[config.mk]
export PLATFORM = sky130hd
export DESIGN_NAME = uart_core_control
export DESIGN_NICKNAME = d
export VERILOG_FILES = /design/src/rtl/uart_core_control.v
export VERILOG_INCLUDE_DIRS = /design/src /design/src/rtl
export SDC_FILE = /design/constraint.sdc
export NUM_CORES = 1
export LEC_CHECK = 0
export BUFFER_PORTS_ARGS = -buffer_cell sky130_fd_sc_hd__buf_2
export CORE_ASPECT_RATIO = 0.7
export CORE_MARGIN = 8
export CORE_UTILIZATION = 33
export CTS_BUF_LIST = sky130_fd_sc_hd__clkbuf_4 sky130_fd_sc_hd__clkbuf_8 sky130_fd_sc_hd__clkbuf_16
export CTS_CLUSTER_SIZE = 8
export DETAILED_ROUTE_END_ITERATION = 10
export PLACE_DENSITY_LB_ADDON = 0.2
export SYNTH_ARGS = -nofsm -noshare
export SYNTH_HDL_FRONTEND = slang
export SYNTH_HIERARCHICAL = 1
export SYNTH_SLANG_ARGS = --single-unit
export TNS_END_PERCENT = 50
[constraint.sdc]
create_clock -name MCLK_IN -period 7.75 [get_ports MCLK_IN]
set_input_delay 0.775 -clock MCLK_IN [delete_from_list [all_inputs] [get_ports MCLK_IN]]
set_output_delay 0.775 -clock MCLK_IN [all_outputs]
set_load 0.02 [all_outputs]
[src/rtl/uart_consts.vh]
// uart_consts.vh: register map, fields and timing of the uart
`ifndef UART_CONSTS_VH
`define UART_CONSTS_VH
// register byte offsets
`define A_DATA 8'h00
`define A_STAT 8'h04
`define A_CTRL 8'h08
`define A_LINE 8'h0C
`define A_BAUD 8'h10
`define A_LVL  8'h14
`define A_IST  8'h18
`define A_IMSK 8'h1C
// control bits
`define C_GEN 0
`define C_TEN 1
`define C_REN 2
`define C_FEN 3
`define C_IR  4
`define C_LP  5
`define C_BRK 6
`define CTRL_RST 7'h00
// line fields and parity modes
`define L_WL  1:0
`define L_STP 2
`define L_PAR 5:3
`define LINE_RST 6'h03
`define P_NONE 3'h0
`define P_EVEN 3'h1
`define P_ODD  3'h2
`define P_ONE  3'h3
`define BAUD_RST 16'h0044
`define LVL_RST  6'h12
// interrupt bits
`define I_RX 0
`define I_TX 1
`define I_RT 2
`define I_FE 3
`define I_PE 4
`define I_BE 5
`define I_OE 6
// timing
`define OVS_LAST 4'hF
`define OVS_MID  4'h7
`define IR_PW_LAST 4'h2
`define IR_LP_NS 1630
`define CLK_MHZ 125
`define IR_LP_CYC ((`IR_LP_NS*`CLK_MHZ+999)/1000)
`define RT_PRE  10'h1FE
`define RT_LAST 10'h1FF
`define FIFO_FULL 5'h10
`endif

[src/rtl/uart_core_control.v]
// uart_core_control.v: apb uart with fifos, sir codec and interrupts
//
// Contract
// - enable sets global, tx, rx enables, fifos
// - disable finishes current tx character, flushes tx
// - five to eight data bits per frame
// - one or two stop bits selectable
// - parity none, even, odd, one, zero
// - infrared enable routes line through sir codec
// - low power bit selects short sir pulse
// - leaving infrared clears low power
// - tx/rx fifo thresholds, readable back
// - tx space status, full write refused
// - rx data available status
// - baud from clock, divisor readable
// - rx fifo 16x12, tx fifo 16x8
// - maskable overrun, break, parity, framing, timeout
`timescale 1ns/1ns
`include "uart_consts.vh"

// sixteen entry fifo, width set per use
module uart_fifo #(parameter W = 8) (
  input  wire         clk,
  input  wire         rst_n,
  input  wire         push,
  input  wire         pop,
  input  wire         flush,
  input  wire [W-1:0] din,
  output wire [W-1:0] dout,
  output wire [4:0]   count
);
  reg [W-1:0] mem [0:15];   // storage
  reg [3:0]   wp_reg;       // write index
  reg [3:0]   rp_reg;       // read index
  reg [4:0]   cnt_reg;      // fill level
  assign dout  = mem[rp_reg];
  assign count = cnt_reg;
  // pointers; callers never push when full nor pop when empty
  always @(posedge clk or negedge rst_n) begin
    if (!rst_n) begin
      wp_reg  <= 4'h0;
      rp_reg  <= 4'h0;
      cnt_reg <= 5'h00;
    end else if (flush) begin
      wp_reg  <= 4'h0;
      rp_reg  <= 4'h0;
      cnt_reg <= 5'h00;
    end else begin
      if (push) wp_reg <= wp_reg + 4'h1;
      if (pop) rp_reg <= rp_reg + 4'h1;
      if (push & ~pop) cnt_reg <= cnt_reg + 5'h01;
      else if (pop & ~push) cnt_reg <= cnt_reg - 5'h01;
    end
  end
  // data array has no reset, it is gated by the count
  always @(posedge clk) begin
    if (push & ~flush) mem[wp_reg] <= din;
  end
endmodule

module uart_core_control (
  // clock and reset
  input  wire        MCLK_IN,
  input  wire        RST_N_IN,
  // apb slave
  input  wire        PSEL_IN,
  input  wire        PENABLE_IN,
  input  wire        PWRITE_IN,
  input  wire [7:0]  PADDR_IN,
  input  wire [31:0] PWDATA_IN,
  output reg  [31:0] PRDATA_OUT,
  output reg         PREADY_OUT,
  output reg         PSLVERR_OUT,
  // serial line and interrupt
  input  wire        RXD_IN,
  output reg         TXD_OUT,
  output reg         IRQ_OUT
);
  localparam T_IDLE = 5'h01, T_START = 5'h02, T_DATA = 5'h04;
  localparam T_PAR = 5'h08, T_STOP = 5'h10;
  localparam R_IDLE = 5'h01, R_START = 5'h02, R_DATA = 5'h04;
  localparam R_PAR = 5'h08, R_STOP = 5'h10;
  wire [31:0] lp_full = `IR_LP_CYC;     // sir short pulse in cycles

  reg [6:0]  ctrl_reg;                  // enables, sir, break
  reg [5:0]  line_reg;                  // length, stop, parity
  reg [15:0] baud_reg;                  // divisor of the 16x tick
  reg [5:0]  lvl_reg;                   // tx [2:0], rx [5:3] levels
  reg [6:0]  ist_reg;                   // sticky interrupt status
  reg [6:0]  imsk_reg;                  // interrupt mask
  reg [15:0] bcnt_reg;                  // baud divider count
  reg        tick_reg;                  // 16x oversample enable
  reg        rxa_reg, rxb_reg;          // rx pin synchroniser
  reg [4:0]  irh_reg;                   // sir decoder stretch
  reg [4:0]  tst_reg, rst_reg;          // tx and rx states
  reg [3:0]  tph_reg, rph_reg;          // tick within bit
  reg [2:0]  tbit_reg, rbit_reg;        // data bit index
  reg [7:0]  tsh_reg, rsh_reg;          // shift registers
  reg        tpar_reg, rpb_reg;         // parity out / parity in
  reg        tstp_reg;                  // second stop bit pending
  reg [7:0]  irc_reg;                   // low power pulse count
  reg [9:0]  rtc_reg;                   // receive timeout count
  reg        oep_reg;                   // overrun to tag next entry
  reg        txok_reg, rxok_reg;        // previous level compares
  reg        popok_reg;                 // rx entry shown at setup
  reg [6:0]  ist_next;

  wire gen = ctrl_reg[`C_GEN];
  wire fen = ctrl_reg[`C_FEN];
  wire ir  = ctrl_reg[`C_IR];
  wire [1:0] wl = line_reg[`L_WL];
  wire [2:0] pm = line_reg[`L_PAR];
  wire [2:0] nlast = {1'b0, wl} + 3'h4;   // last data bit index
  wire [1:0] rsh_amt = 2'h3 - wl;
  wire [7:0] wmask = 8'hFF >> rsh_amt;

  // parity of a masked character
  function par_of;
    input [7:0] d;
    input [2:0] m;
    begin
      case (m)
        `P_EVEN: par_of = ^d;
        `P_ODD:  par_of = ~^d;
        `P_ONE:  par_of = 1'b1;
        default: par_of = 1'b0;
      endcase
    end
  endfunction

  // fifo level code to entry count: 1/8,2/8,4/8,6/8,7/8 of 16
  function [4:0] thr_of;
    input [2:0] c;
    begin
      case (c)
        3'h0:    thr_of = 5'h02;
        3'h1:    thr_of = 5'h04;
        3'h2:    thr_of = 5'h08;
        3'h3:    thr_of = 5'h0C;
        default: thr_of = 5'h0E;
      endcase
    end
  endfunction

  // fifos
  wire [7:0]  txq;
  wire [11:0] rxq;
  wire [4:0]  txc, rxc;
  wire tx_full = fen ? (txc == `FIFO_FULL) : (txc != 5'h00);
  wire rx_full = fen ? (rxc == `FIFO_FULL) : (rxc != 5'h00);
  wire tx_empty = (txc == 5'h00);
  wire rx_empty = (rxc == 5'h00);

  // apb phases; access completes on the one wait-free cycle
  wire setup = PSEL_IN & ~PENABLE_IN;
  wire acc   = PSEL_IN & PENABLE_IN & PREADY_OUT;
  wire wr    = acc & PWRITE_IN;
  wire rd    = acc & ~PWRITE_IN;
  wire tx_push = wr & (PADDR_IN == `A_DATA) & ~PSLVERR_OUT;
  // pop only what the setup cycle showed; a frame landing between setup
  // and access in an empty fifo would otherwise be dropped unread
  wire rx_pop  = rd & (PADDR_IN == `A_DATA) & popok_reg;
  wire ist_rd  = rd & (PADDR_IN == `A_IST);

  // transmit control
  wire tx_idle = (tst_reg == T_IDLE);
  wire tx_go = tick_reg & tx_idle & gen & ctrl_reg[`C_TEN] & ~tx_empty;
  wire tx_flush = ~gen & tx_idle;
  wire bit_start = tx_go | (tick_reg & ~tx_idle & tph_reg == `OVS_LAST);

  // receive control
  wire rxl = ir ? (irh_reg == 5'h00) : rxb_reg;
  wire rx_on = gen & ctrl_reg[`C_REN];
  wire rx_end = tick_reg & (rst_reg == R_STOP) & (rph_reg == `OVS_LAST);
  wire [7:0] rdat = rsh_reg >> rsh_amt;
  wire fe = ~rxl;
  wire pe = (pm != `P_NONE) & (rpb_reg != par_of(rdat, pm));
  wire be = (rdat == 8'h00) & ~rxl & ((pm == `P_NONE) | ~rpb_reg);
  wire rx_push = rx_end & ~rx_full;
  wire oe_ev = rx_end & rx_full;
  wire rt_ev = tick_reg & (rtc_reg == `RT_PRE);

  // level events on the crossing of each threshold
  wire txok = (txc <= thr_of(lvl_reg[2:0]));
  wire rxok = (rxc >= thr_of(lvl_reg[5:3]));
  wire [6:0] ev = {oe_ev, rx_end & be, rx_end & pe, rx_end & fe,
                   rt_ev, txok & ~txok_reg, rxok & ~rxok_reg};

  uart_fifo #(.W(8)) u_txf (
    .clk(MCLK_IN), .rst_n(RST_N_IN), .push(tx_push), .pop(tx_go),
    .flush(tx_flush), .din(PWDATA_IN[7:0]), .dout(txq), .count(txc));
  uart_fifo #(.W(12)) u_rxf (
    .clk(MCLK_IN), .rst_n(RST_N_IN), .push(rx_push), .pop(rx_pop),
    .flush(1'b0), .din({oep_reg, be, pe, fe, rdat}), .dout(rxq),
    .count(rxc));

  // sticky status: a new event wins over the read clear
  always @* begin
    ist_next = (ist_reg & {7{~ist_rd}}) | ev;
  end

  // apb register file and answer
  always @(posedge MCLK_IN or negedge RST_N_IN) begin
    if (!RST_N_IN) begin
      ctrl_reg    <= `CTRL_RST;
      line_reg    <= `LINE_RST;
      baud_reg    <= `BAUD_RST;
      lvl_reg     <= `LVL_RST;
      imsk_reg    <= 7'h00;
      ist_reg     <= 7'h00;
      IRQ_OUT     <= 1'b0;
      PREADY_OUT  <= 1'b0;
      PSLVERR_OUT <= 1'b0;
      PRDATA_OUT  <= 32'h00000000;
      popok_reg   <= 1'b0;
    end else begin
      ist_reg <= ist_next;
      IRQ_OUT <= |(ist_next & imsk_reg);
      PREADY_OUT <= setup;
      if (setup) begin
        // read data and error are fixed in the setup cycle
        PSLVERR_OUT <= PWRITE_IN & (PADDR_IN == `A_DATA) & tx_full;
        // entries only grow until the access, so the head stays put
        popok_reg   <= ~rx_empty;
        case (PADDR_IN)
          `A_DATA: PRDATA_OUT <= {20'h00000, rx_empty ? 12'h000 : rxq};
          `A_STAT: PRDATA_OUT <= {28'h0000000, ~tx_idle, tx_empty,
                                  ~rx_empty, ~tx_full};
          `A_CTRL: PRDATA_OUT <= {25'h0000000, ctrl_reg};
          `A_LINE: PRDATA_OUT <= {26'h0000000, line_reg};
          `A_BAUD: PRDATA_OUT <= {16'h0000, baud_reg};
          `A_LVL:  PRDATA_OUT <= {26'h0000000, lvl_reg};
          // next value, so an event of the setup cycle is reported
          // before the access clears it
          `A_IST:  PRDATA_OUT <= {25'h0000000, ist_next};
          `A_IMSK: PRDATA_OUT <= {25'h0000000, imsk_reg};
          default: begin
            PRDATA_OUT  <= 32'h00000000;
            PSLVERR_OUT <= 1'b1;       // unmapped offset
          end
        endcase
      end
      if (wr) begin
        case (PADDR_IN)
          `A_CTRL: begin
            ctrl_reg <= PWDATA_IN[6:0];
            if (~PWDATA_IN[`C_IR])
              ctrl_reg[`C_LP] <= 1'b0;
          end
          `A_LINE: line_reg <= PWDATA_IN[5:0];
          `A_BAUD: baud_reg <= PWDATA_IN[15:0];
          `A_LVL:  lvl_reg <= PWDATA_IN[5:0];
          `A_IMSK: imsk_reg <= PWDATA_IN[6:0];
          default: ;
        endcase
      end
    end
  end

  // baud divider; a zero divisor stops the line
  always @(posedge MCLK_IN or negedge RST_N_IN) begin
    if (!RST_N_IN) begin
      bcnt_reg <= 16'h0000;
      tick_reg <= 1'b0;
    end else if (baud_reg == 16'h0000) begin
      bcnt_reg <= 16'h0000;
      tick_reg <= 1'b0;
    end else if (bcnt_reg >= baud_reg - 16'h0001) begin
      bcnt_reg <= 16'h0000;
      tick_reg <= 1'b1;
    end else begin
      bcnt_reg <= bcnt_reg + 16'h0001;
      tick_reg <= 1'b0;
    end
  end

  // transmitter; the current frame always completes
  always @(posedge MCLK_IN or negedge RST_N_IN) begin
    if (!RST_N_IN) begin
      tst_reg  <= T_IDLE;
      tph_reg  <= 4'h0;
      tbit_reg <= 3'h0;
      tsh_reg  <= 8'h00;
      tpar_reg <= 1'b0;
      tstp_reg <= 1'b0;
    end else if (tx_go) begin
      tst_reg  <= T_START;
      tph_reg  <= 4'h0;
      tsh_reg  <= txq & wmask;
      tpar_reg <= par_of(txq & wmask, pm);
    end else if (tick_reg & ~tx_idle) begin
      tph_reg <= tph_reg + 4'h1;
      if (tph_reg == `OVS_LAST) begin
        case (tst_reg)
          T_START: begin
            tst_reg  <= T_DATA;
            tbit_reg <= 3'h0;
          end
          T_DATA: begin
            tsh_reg  <= tsh_reg >> 1;
            tbit_reg <= tbit_reg + 3'h1;
            tstp_reg <= line_reg[`L_STP];
            if (tbit_reg == nlast)
              tst_reg <= (pm == `P_NONE) ? T_STOP : T_PAR;
          end
          T_PAR: tst_reg <= T_STOP;
          T_STOP: begin
            if (tstp_reg) tstp_reg <= 1'b0;
            else tst_reg <= T_IDLE;
          end
          default: tst_reg <= T_IDLE;
        endcase
      end
    end
  end

  // line bit before coding; break forces the line low
  reg nrz;
  always @* begin
    case (tst_reg)
      T_START: nrz = 1'b0;
      T_DATA:  nrz = tsh_reg[0];
      T_PAR:   nrz = tpar_reg;
      default: nrz = 1'b1;
    endcase
    if (ctrl_reg[`C_BRK]) nrz = 1'b0;
  end

  // sir encoder: a pulse for each zero bit, 3/16 or short
  always @(posedge MCLK_IN or negedge RST_N_IN) begin
    if (!RST_N_IN) begin
      irc_reg <= 8'h00;
      TXD_OUT <= 1'b1;
    end else begin
      if (bit_start) irc_reg <= lp_full[7:0];
      else if (irc_reg != 8'h00) irc_reg <= irc_reg - 8'h01;
      if (ir)
        TXD_OUT <= ~nrz & (ctrl_reg[`C_LP] ? (irc_reg != 8'h00)
                           : (tph_reg <= `IR_PW_LAST));
      else
        TXD_OUT <= nrz;
    end
  end

  // rx pin synchroniser and sir pulse stretcher
  always @(posedge MCLK_IN or negedge RST_N_IN) begin
    if (!RST_N_IN) begin
      rxa_reg <= 1'b1;
      rxb_reg <= 1'b1;
      irh_reg <= 5'h00;
    end else begin
      rxa_reg <= RXD_IN;
      rxb_reg <= rxa_reg;
      // a high pulse marks a zero bit for one bit time
      if (rxb_reg & ir) irh_reg <= 5'h10;
      else if (tick_reg & irh_reg != 5'h00) irh_reg <= irh_reg - 5'h01;
    end
  end

  // receiver, 16x oversampled, centre sampled
  always @(posedge MCLK_IN or negedge RST_N_IN) begin
    if (!RST_N_IN) begin
      rst_reg  <= R_IDLE;
      rph_reg  <= 4'h0;
      rbit_reg <= 3'h0;
      rsh_reg  <= 8'h00;
      rpb_reg  <= 1'b0;
    end else if (~rx_on) begin
      rst_reg <= R_IDLE;
    end else if (tick_reg) begin
      rph_reg <= rph_reg + 4'h1;
      case (rst_reg)
        R_IDLE: begin
          rph_reg <= 4'h0;
          if (~rxl) rst_reg <= R_START;
        end
        R_START: if (rph_reg == `OVS_MID) begin
          rph_reg  <= 4'h0;
          rbit_reg <= 3'h0;
          // a glitch shorter than half a bit is dropped
          rst_reg  <= rxl ? R_IDLE : R_DATA;
        end
        R_DATA: if (rph_reg == `OVS_LAST) begin
          rsh_reg  <= {rxl, rsh_reg[7:1]};
          rbit_reg <= rbit_reg + 3'h1;
          if (rbit_reg == nlast)
            rst_reg <= (pm == `P_NONE) ? R_STOP : R_PAR;
        end
        R_PAR: if (rph_reg == `OVS_LAST) begin
          rpb_reg <= rxl;
          rst_reg <= R_STOP;
        end
        R_STOP: if (rph_reg == `OVS_LAST) rst_reg <= R_IDLE;
        default: rst_reg <= R_IDLE;
      endcase
    end
  end

  // overrun tag, timeout counter, level history
  always @(posedge MCLK_IN or negedge RST_N_IN) begin
    if (!RST_N_IN) begin
      oep_reg  <= 1'b0;
      rtc_reg  <= 10'h000;
      txok_reg <= 1'b0;
      rxok_reg <= 1'b0;
    end else begin
      txok_reg <= txok;
      rxok_reg <= rxok;
      if (oe_ev) oep_reg <= 1'b1;
      else if (rx_push) oep_reg <= 1'b0;
      // 32 idle bit times with data waiting
      if (rx_empty | rx_pop | (rst_reg != R_IDLE)) rtc_reg <= 10'h000;
      else if (tick_reg & rtc_reg != `RT_LAST)
        rtc_reg <= rtc_reg + 10'h001;
    end
  end
endmodule

==> results.json, run 1 <==
{
  "gp_congestion": 0.827,
  "port_buffers": 49,
  "hp-class": "in -> async",
  "grt_setup_unrepaired": "no",
  "num-fill-cells": 6558,
  "grt_first_pass_wirelength_um": 87000,
  "max_stage_delay_ps": 770,
  "drt-initial-drc-count": 1040,
  "finalPower_uw": 6000,
  "grt_pass1_vias": 14180,
  "cts_resized": 0,
  "die_height_um": 237,
  "startpoint_type": "flop",
  "cp_slowest_cell": "nor2_1",
  "die_w_um": 332,
  "vdd_ir_drop_max_v": 0.000123,
  "cts_hold_buf": 0,
  "regArea_sq_um": 14200,
  "worst_clock_skew_ps": 18.1,
  "fin_crit_sh_pct": 50.4,
  "drt-total-wl_um": 56700,
  "cpLargestDelayFamily": "simple AND/OR/NAND/NOR gates",
  "required_ps": 8280,
  "drc": 0,
  "status": "finished clean",
  "num_rows": 81,
  "dr.pass1.iters": 5,
  "ctsLongestPathBuffers": 3,
  "ys_warn_count": 6,
  "fmax_mhz": 256,
  "fin_nets": 1854,
  "syn_inst": 1661,
  "synth_flop_cell": "edfxtp_1",
  "crit_buf_inv": 0,
  "r2r-start": "u_rxf/count[0]$_DFFE_PN0P_",
  "multi_input_area_sq_um": 8300,
  "min_period_ps": 3910,
  "utilization_pct": 38.2,
  "reg2reg_slack_ps": 3840,
  "vias": 13967,
  "p_per_area_nw_per_um2": 226,
  "synth_area_sq_um": 23100,
  "clk_pin_slew_ps": 50,
  "top_register": "u_rxf/mem",
  "setup_viol": 0,
  "grt_use_total_pct": 14.2,
  "antenna_found_initial": 4,
  "yosysUniqueCellTypes": 76,
  "reg.largest.list": "u_rxf/mem x192, u_txf/mem x128",
  "cts_tree": "yes",
  "stdcell_area_sq_um": 26600,
  "cap_violations": 0,
  "wl_per_cell_um": 20.9,
  "leakage_uw": 0.0107,
  "finalHoldViolations": 0,
  "drive_gt1_share_pct": 18.5,
  "synth_edf_count": 320,
  "dpl_cell_area_sq_um": 24300,
  "whs_ps": 166,
  "path_class": "reg -> reg",
  "syn_avg_cell_area_sq_um": 13.9,
  "slew_headroom_pct": 22.6,
  "wl_met3_um": 2890,
  "core_sq_um": 69500,
  "start_util_pct": 33.2,
  "arrival_ps": 4440,
  "clock-root-buffer": "clkbuf_16",
  "met1_length_um": 28900,
  "numCtsBuffers": 72,
  "post-cts-setup-buffer-count": 0,
  "clock_latency_ps": 600,
  "dr_wl_met2_um": 23600,
  "cts.sinks": 504,
  "seq_area_frac_synth_pct": 61.7,
  "worstSetupStartpoint": "u_rxf/count[0]$_DFFE_PN0P_",
  "ant_nets": 0,
  "async_flop_share_pct": 36.5,
  "routed.top_layer": "met5",
  "setup-tns-final_ps": 0,
  "path_cells": "or4_1 -> nor2_1 -> a21oi_1 -> nor2_1 -> nand2b_1 -> fa_1 -> a21o_1 -> a21o_1 -> o21bai_1 -> nand2_1",
  "synth_seq_cells": 504,
  "largest_reg_flops": 192,
  "ios": 82,
  "dpl.hpwl_um": 37100,
  "worst_slew_pin_slew_ps": 1160,
  "grt.overflow.total": 0,
  "grt_max_degree": 65,
  "cts.htree.levels": 3,
  "viasPerCell": 5.16,
  "area_delta_synth_final_pct": 15.1,
  "crit_fanout": 12,
  "endpoint_kind": "flop",
  "slew_violations": 0,
  "dieArea_sq_um": 78700
}
[cell usage in the layout, fill, tap and decap left out, drive strengths merged, types with 13 or more instances in the layout]
master / Yosys / routed
mux2: 51 / 51
mux4: 80 / 80
a22o: 14 / 14
o21ai: 45 / 45
ha: 56 / 56
mux2i: 21 / 21
nand2: 160 / 160
nand2b: 23 / 23
dfrtp: 173 / 173
conb: 1 / 22
inv: 43 / 45
or3: 13 / 13
xor2: 34 / 34
nor3: 42 / 42
a21oi: 40 / 40
nor2: 117 / 117
and3: 21 / 21
xnor2: 45 / 45
edfxtp: 320 / 320
a22oi: 46 / 46
buf: 39 / 78
nand3: 59 / 59
clkbuf: 43 / 114
[area by class of cell]
cell class                      instances  share of cell area (%)
Sequential cell                       504                    53.6
Multi-Input combinational cell       1049                    31.3
Clock buffer                          113                    8.08
Tap cell                              913                    4.30
Timing Repair Buffer                   79                    1.80
Inverter                               44                   0.622
Clock inverter                          5                   0.302
Antenna cell                            2                  0.0189
[cells in the mapped netlist, types with 7 or more instances]
cell type / n / area share (%)
xor2_1: 34 / 1.3
mux4_2: 42 / 4.1
buf_6: 10 / 0.49
and3_1: 21 / 0.57
edfxtp_1: 320 / 42
or3_1: 13 / 0.35
mux2i_1: 21 / 0.91
o21ai_0: 45 / 0.98
ha_1: 56 / 3.0
and2_1: 10 / 0.27
a21oi_1: 40 / 0.87
nor3_1: 41 / 0.89
a211oi_1: 12 / 0.39
dfstp_2: 11 / 1.3
nand2_1: 160 / 2.6
clkbuf_1: 43 / 0.70
mux4_1: 38 / 4.3
a22oi_1: 46 / 1.5
nor2_1: 117 / 1.9
o31ai_1: 7 / 0.23
nand2b_1: 23 / 0.62
nand3_1: 59 / 1.3
mux2_2: 51 / 2.5
a31oi_1: 9 / 0.24
nor2b_1: 11 / 0.30
nor4_1: 8 / 0.22
buf_4: 19 / 0.62
nand4_1: 12 / 0.33
xnor2_1: 45 / 1.7
dfrtp_1: 173 / 19
inv_1: 43 / 0.70
a22o_1: 14 / 0.53
a21o_1: 12 / 0.39
[through the flow]
step / cells / setup slack, ps
after floorplan: 1682 / 3440
after global placement: 2589 / 3620
after detailed placement: 2589 / 3570
after CTS: 2707 / 3790
after global routing: 2707 / 3500
final: 2709 / 3840
[metal layers]
layer	vias to the layer above	GRT usage, %
met1	7096	21.5
li1	6440	-
met3	99	3.03
met2	328	20.3
met4	4	4.05
met5	-	0
[report_power, final]
group / internal [uW] / leakage (uW) / switching, uW / total (uW)
clock: 1900 / 0.00113 / 1130 / 3030
combinational: 23.9 / 0.00389 / 82.5 / 106
sequential: 2860 / 0.00572 / 5.56 / 2870
[logic make-up after synthesis]
family	Yosys count	share of synthesized area [%]
DFF	504	61.7
AOI/OAI and AO/OA	221	6.46
xor gates and xnor gates	79	3.00
other	1	0.0163
buffers and inverters	129	2.90
adders and majority gates	58	3.21
muxes	152	11.8
and+or+nand+nor	517	10.9
[path summary, 6_finish.rpt]
| check | endpoint | cells after the start |
|---|---|---|
| min | bcnt_reg[0]$_DFF_PN0_ | 1 |
| max in group asynchronous | u_txf/rp_reg[0]$_DFFE_PN0P_ | 2 |
| max | u_rxf/count[4]$_DFFE_PN0P_ | 10 |
| max reg2reg | u_rxf/count[4]$_DFFE_PN0P_ | 10 |
| min reg2reg | rxb_reg$_DFF_PN1_ | 0 |
| min in group MCLK_IN | rxa_reg$_DFF_PN1_ | 1 |
Note: power is estimated with default switching activity, not from simulation.
==> run 2, diff against run 1 <==
--- a/config.mk
+++ b/config.mk
@@ -6,6 +6,7 @@
 export SDC_FILE = /design/constraint.sdc
 export NUM_CORES = 1
 export LEC_CHECK = 0
+export ABC_AREA = 1
 export BUFFER_PORTS_ARGS = -buffer_cell sky130_fd_sc_hd__buf_2
 export CORE_ASPECT_RATIO = 0.7
 export CORE_MARGIN = 8
==> constraint.sdc (replaced) <==
create_clock -name MCLK_IN -period 3.9 [get_ports MCLK_IN]
set_input_delay 0.39 -clock MCLK_IN [delete_from_list [all_inputs] [get_ports MCLK_IN]]
set_output_delay 0.39 -clock MCLK_IN [all_outputs]
set_load 0.02 [all_outputs]
==> run 2 against run 1 <==
- sequential share of layout area down 3.5 points
- non-clock buffer count up 29
- largest power group unchanged
- critical endpoint is now bcnt_reg[8]$_DFF_PN0_
- critical path depth up 7
==> results.json, run 2 <==
{
  "status": "finished clean",
  "p_per_area_nw_per_um2": 427,
  "whs_ps": 39.0,
  "port_buffers": 49,
  "vdd_ir_drop_max_v": 0.000381,
  "clock_latency_ps": 630,
  "die_height_um": 244,
  "cts_tree": "yes",
  "min_period_ps": 3260,
  "clk_pin_slew_ps": 60,
  "synth_seq_cells": 504,
  "cts.sinks": 504,
  "cap_violations": 0,
  "grt_first_pass_wirelength_um": 99800,
  "post-cts-setup-buffer-count": 0,
  "setup_viol": 0,
  "dr.pass1.iters": 5,
  "syn_inst": 2651,
  "worst_slew_pin_slew_ps": 919,
  "ctsLongestPathBuffers": 3,
  "finalHoldViolations": 0,
  "ant_nets": 0,
  "max_stage_delay_ps": 440,
  "top_register": "u_rxf/mem",
  "grt_max_degree": 103,
  "synth_area_sq_um": 24500,
  "fmax_mhz": 306,
  "start_util_pct": 33.4,
  "num_rows": 83,
  "leakage_uw": 0.0127,
  "grt_use_total_pct": 14.9,
  "grt_pass1_vias": 17513,
  "synth.most_common_cell": "nand2_1",
  "stdcell_area_sq_um": 28400,
  "worst_clock_skew_ps": 35.9,
  "crit_buf_inv": 1,
  "post-synth-top-area-fraction_pct": 39.2,
  "yosys-top-cells-count": "nand2_1 (723), inv_1 (415), edfxtp_1 (320), nand3_1 (305), dfrtp_1 (173)",
  "required_ps": 4410,
  "ios": 82,
  "met1_length_um": 32200,
  "viasPerCell": 4.72,
  "dpl.hpwl_um": 42000,
  "syn_avg_cell_area_sq_um": 9.25,
  "final_cell_mix": "nand2_1 (723), inv_1 (415), edfxtp_1 (320)",
  "routed.top_layer": "met4",
  "slew_headroom_pct": 38.8,
  "layout.cells.most_common": "nand2_1",
  "antenna_found_initial": 0,
  "dr_wl_met2_um": 26400,
  "seq_area_frac_synth_pct": 58.0,
  "drt-total-wl_um": 62700,
  "crit_fanout": 16,
  "synth_flop_cell": "edfxtp_1",
  "wl_per_cell_um": 16.5,
  "gp_congestion": 0.850,
  "cts_resized": 0,
  "arrival_ps": 3770,
  "path_class": "reg -> reg",
  "ys_warn_count": 6,
  "dpl_cell_area_sq_um": 26000,
  "final_cells": 3793,
  "reg.largest.list": "u_rxf/mem x192, u_txf/mem x128",
  "startpoint_type": "flop",
  "dp.cells": 3658,
  "cts.htree.levels": 3,
  "cp_slowest_cell": "dfrtp_1",
  "wl_met3_um": 3000,
  "synth_edf_count": 320,
  "clock-root-buffer": "clkbuf_16",
  "drt-initial-drc-count": 1288,
  "area_delta_synth_final_pct": 15.7,
  "vias": 17905,
  "path_cells": "nor2_1 -> nand2_1 -> nor2_2 -> nand2_2 -> nor3_4 -> nand2_2 -> nor3_4 -> nand3_1 -> xor2_1 -> inv_1 -> ha_1 -> nand2_1 -> a21oi_1 -> a211oi_1 -> o21a_1 -> nand4_2 -> nor3b_1",
  "die_w_um": 342,
  "async_flop_share_pct": 36.5,
  "fin_crit_sh_pct": 83.7,
  "slew_violations": 0,
  "grt_setup_unrepaired": "no",
  "numCtsBuffers": 73,
  "cpLargestDelayFamily": "simple AND/OR/NAND/NOR gates",
  "synthTopCellsByArea": "edfxtp_1 (39%), dfrtp_1 (18%), nand2_1 (11%), inv_1 (6.3%), nand3_1 (6.2%)",
  "drive_gt1_share_pct": 12.0,
  "grt.overflow.total": 0,
  "dieArea_sq_um": 83500,
  "largest_reg_flops": 192,
  "yosys.area.top_type": "edfxtp_1",
  "fin_nets": 2864,
  "endpoint_kind": "flop",
  "core_sq_um": 73400,
  "yosysUniqueCellTypes": 63,
  "setup-tns-final_ps": 0,
  "drc": 0,
  "hp-class": "in -> reg"
}
run 2: cell count changes after synthesis, moves of 37 or more:
cell / change
nand3_1: +246
o21ai_0: +65
mux2_2: -46
inv_1: +372
mux4_2: -42
buf_2: +37
nand2_1: +563
a22oi_1: -45
mux4_1: -38
run 2: cell families (layout without fill, tap and decap cells):
family	Yosys count	count (layout)	synth area share, %
flip-flops	504	504	58.0
AO/OA/AOI/OAI	242	242	5.63
XOR/XNOR	42	42	1.50
buffers and inverters	532	676	8.99
multiplexers	5	5	0.229
other	1	22	0.0153
adder cells (fa/ha/maj)	58	58	3.02
AND/OR/NAND/NOR	1267	1267	22.6
run 2: timing repair:
| item | CTS | global route |
|---|---|---|
| setup endpoints to repair | 0 | 0 |
| hold endpoints to repair | 99 | 0 |
| hold buffers | 4 | 0 |
run 2: layout make-up:
type,count,area [sq um]
diodes,1,2.50
repair buffers,108,757
clock buffers,122,2200
clock inverters,8,136
inverters,438,1650
multi-input cells,1635,8180
fillers,7291,45000
well taps,977,1220
flip-flops and latches,504,14200
run 2: worst register-to-register path: stages (launching register included):
cell and delay, ps:
dfrtp_1 440, nor2_1 130, nand2_1 70, nor2_2 130, nand2_2 100, nor3_4 160
nand2_2 110, nor3_4 150, nand3_1 110, xor2_1 140, inv_1 60, ha_1 300
nand2_1 80, a21oi_1 40, a211oi_1 200, o21a_1 200, nand4_2 400, nor3b_1 350
run 2: worst paths after layout:
kind                                               from                     endpoint  slack, ps  cells after the start
worst max-delay path            baud_reg[3]$_DFFE_PN0P_        bcnt_reg[8]$_DFF_PN0_        640                     17
worst min-delay path                      PWDATA_IN[15]     baud_reg[15]$_DFFE_PN0P_         40                      3
worst max register to register  baud_reg[3]$_DFFE_PN0P_        bcnt_reg[8]$_DFF_PN0_        640                     17
worst min register to register        rxa_reg$_DFF_PN1_            rxb_reg$_DFF_PN1_        350                      0
max in group asynchronous                      RST_N_IN        bcnt_reg[2]$_DFF_PN0_       2490                      3
min in group asynchronous                      RST_N_IN  u_rxf/rp_reg[2]$_DFFE_PN0P_        430                      2
run 2: report_power, final:
part / switching (uW) / internal (uW) / leakage (uW)
Combinational: 143 / 35.3 / 0.00585
Clock: 2380 / 3880 / 0.00119
Sequential: 4.97 / 5680 / 0.00566
run 2: layer usage:
layer	vias to the layer above	track usage [%]
met4	0	3.69
met5	-	0
met1	8607	22.5
met2	363	21.9
met3	85	2.67
li1	8850	-
run 2: per-stage QoR:
step                worst slack, ps  power, uW  utilization (%)
finish                          636      12100             38.6
global route                    160      12600             38.6
detailed placement              642       5960             35.4
global placement                629       5960             35.4
CTS                             610      12300             38.6
floorplan                       761       5860                -
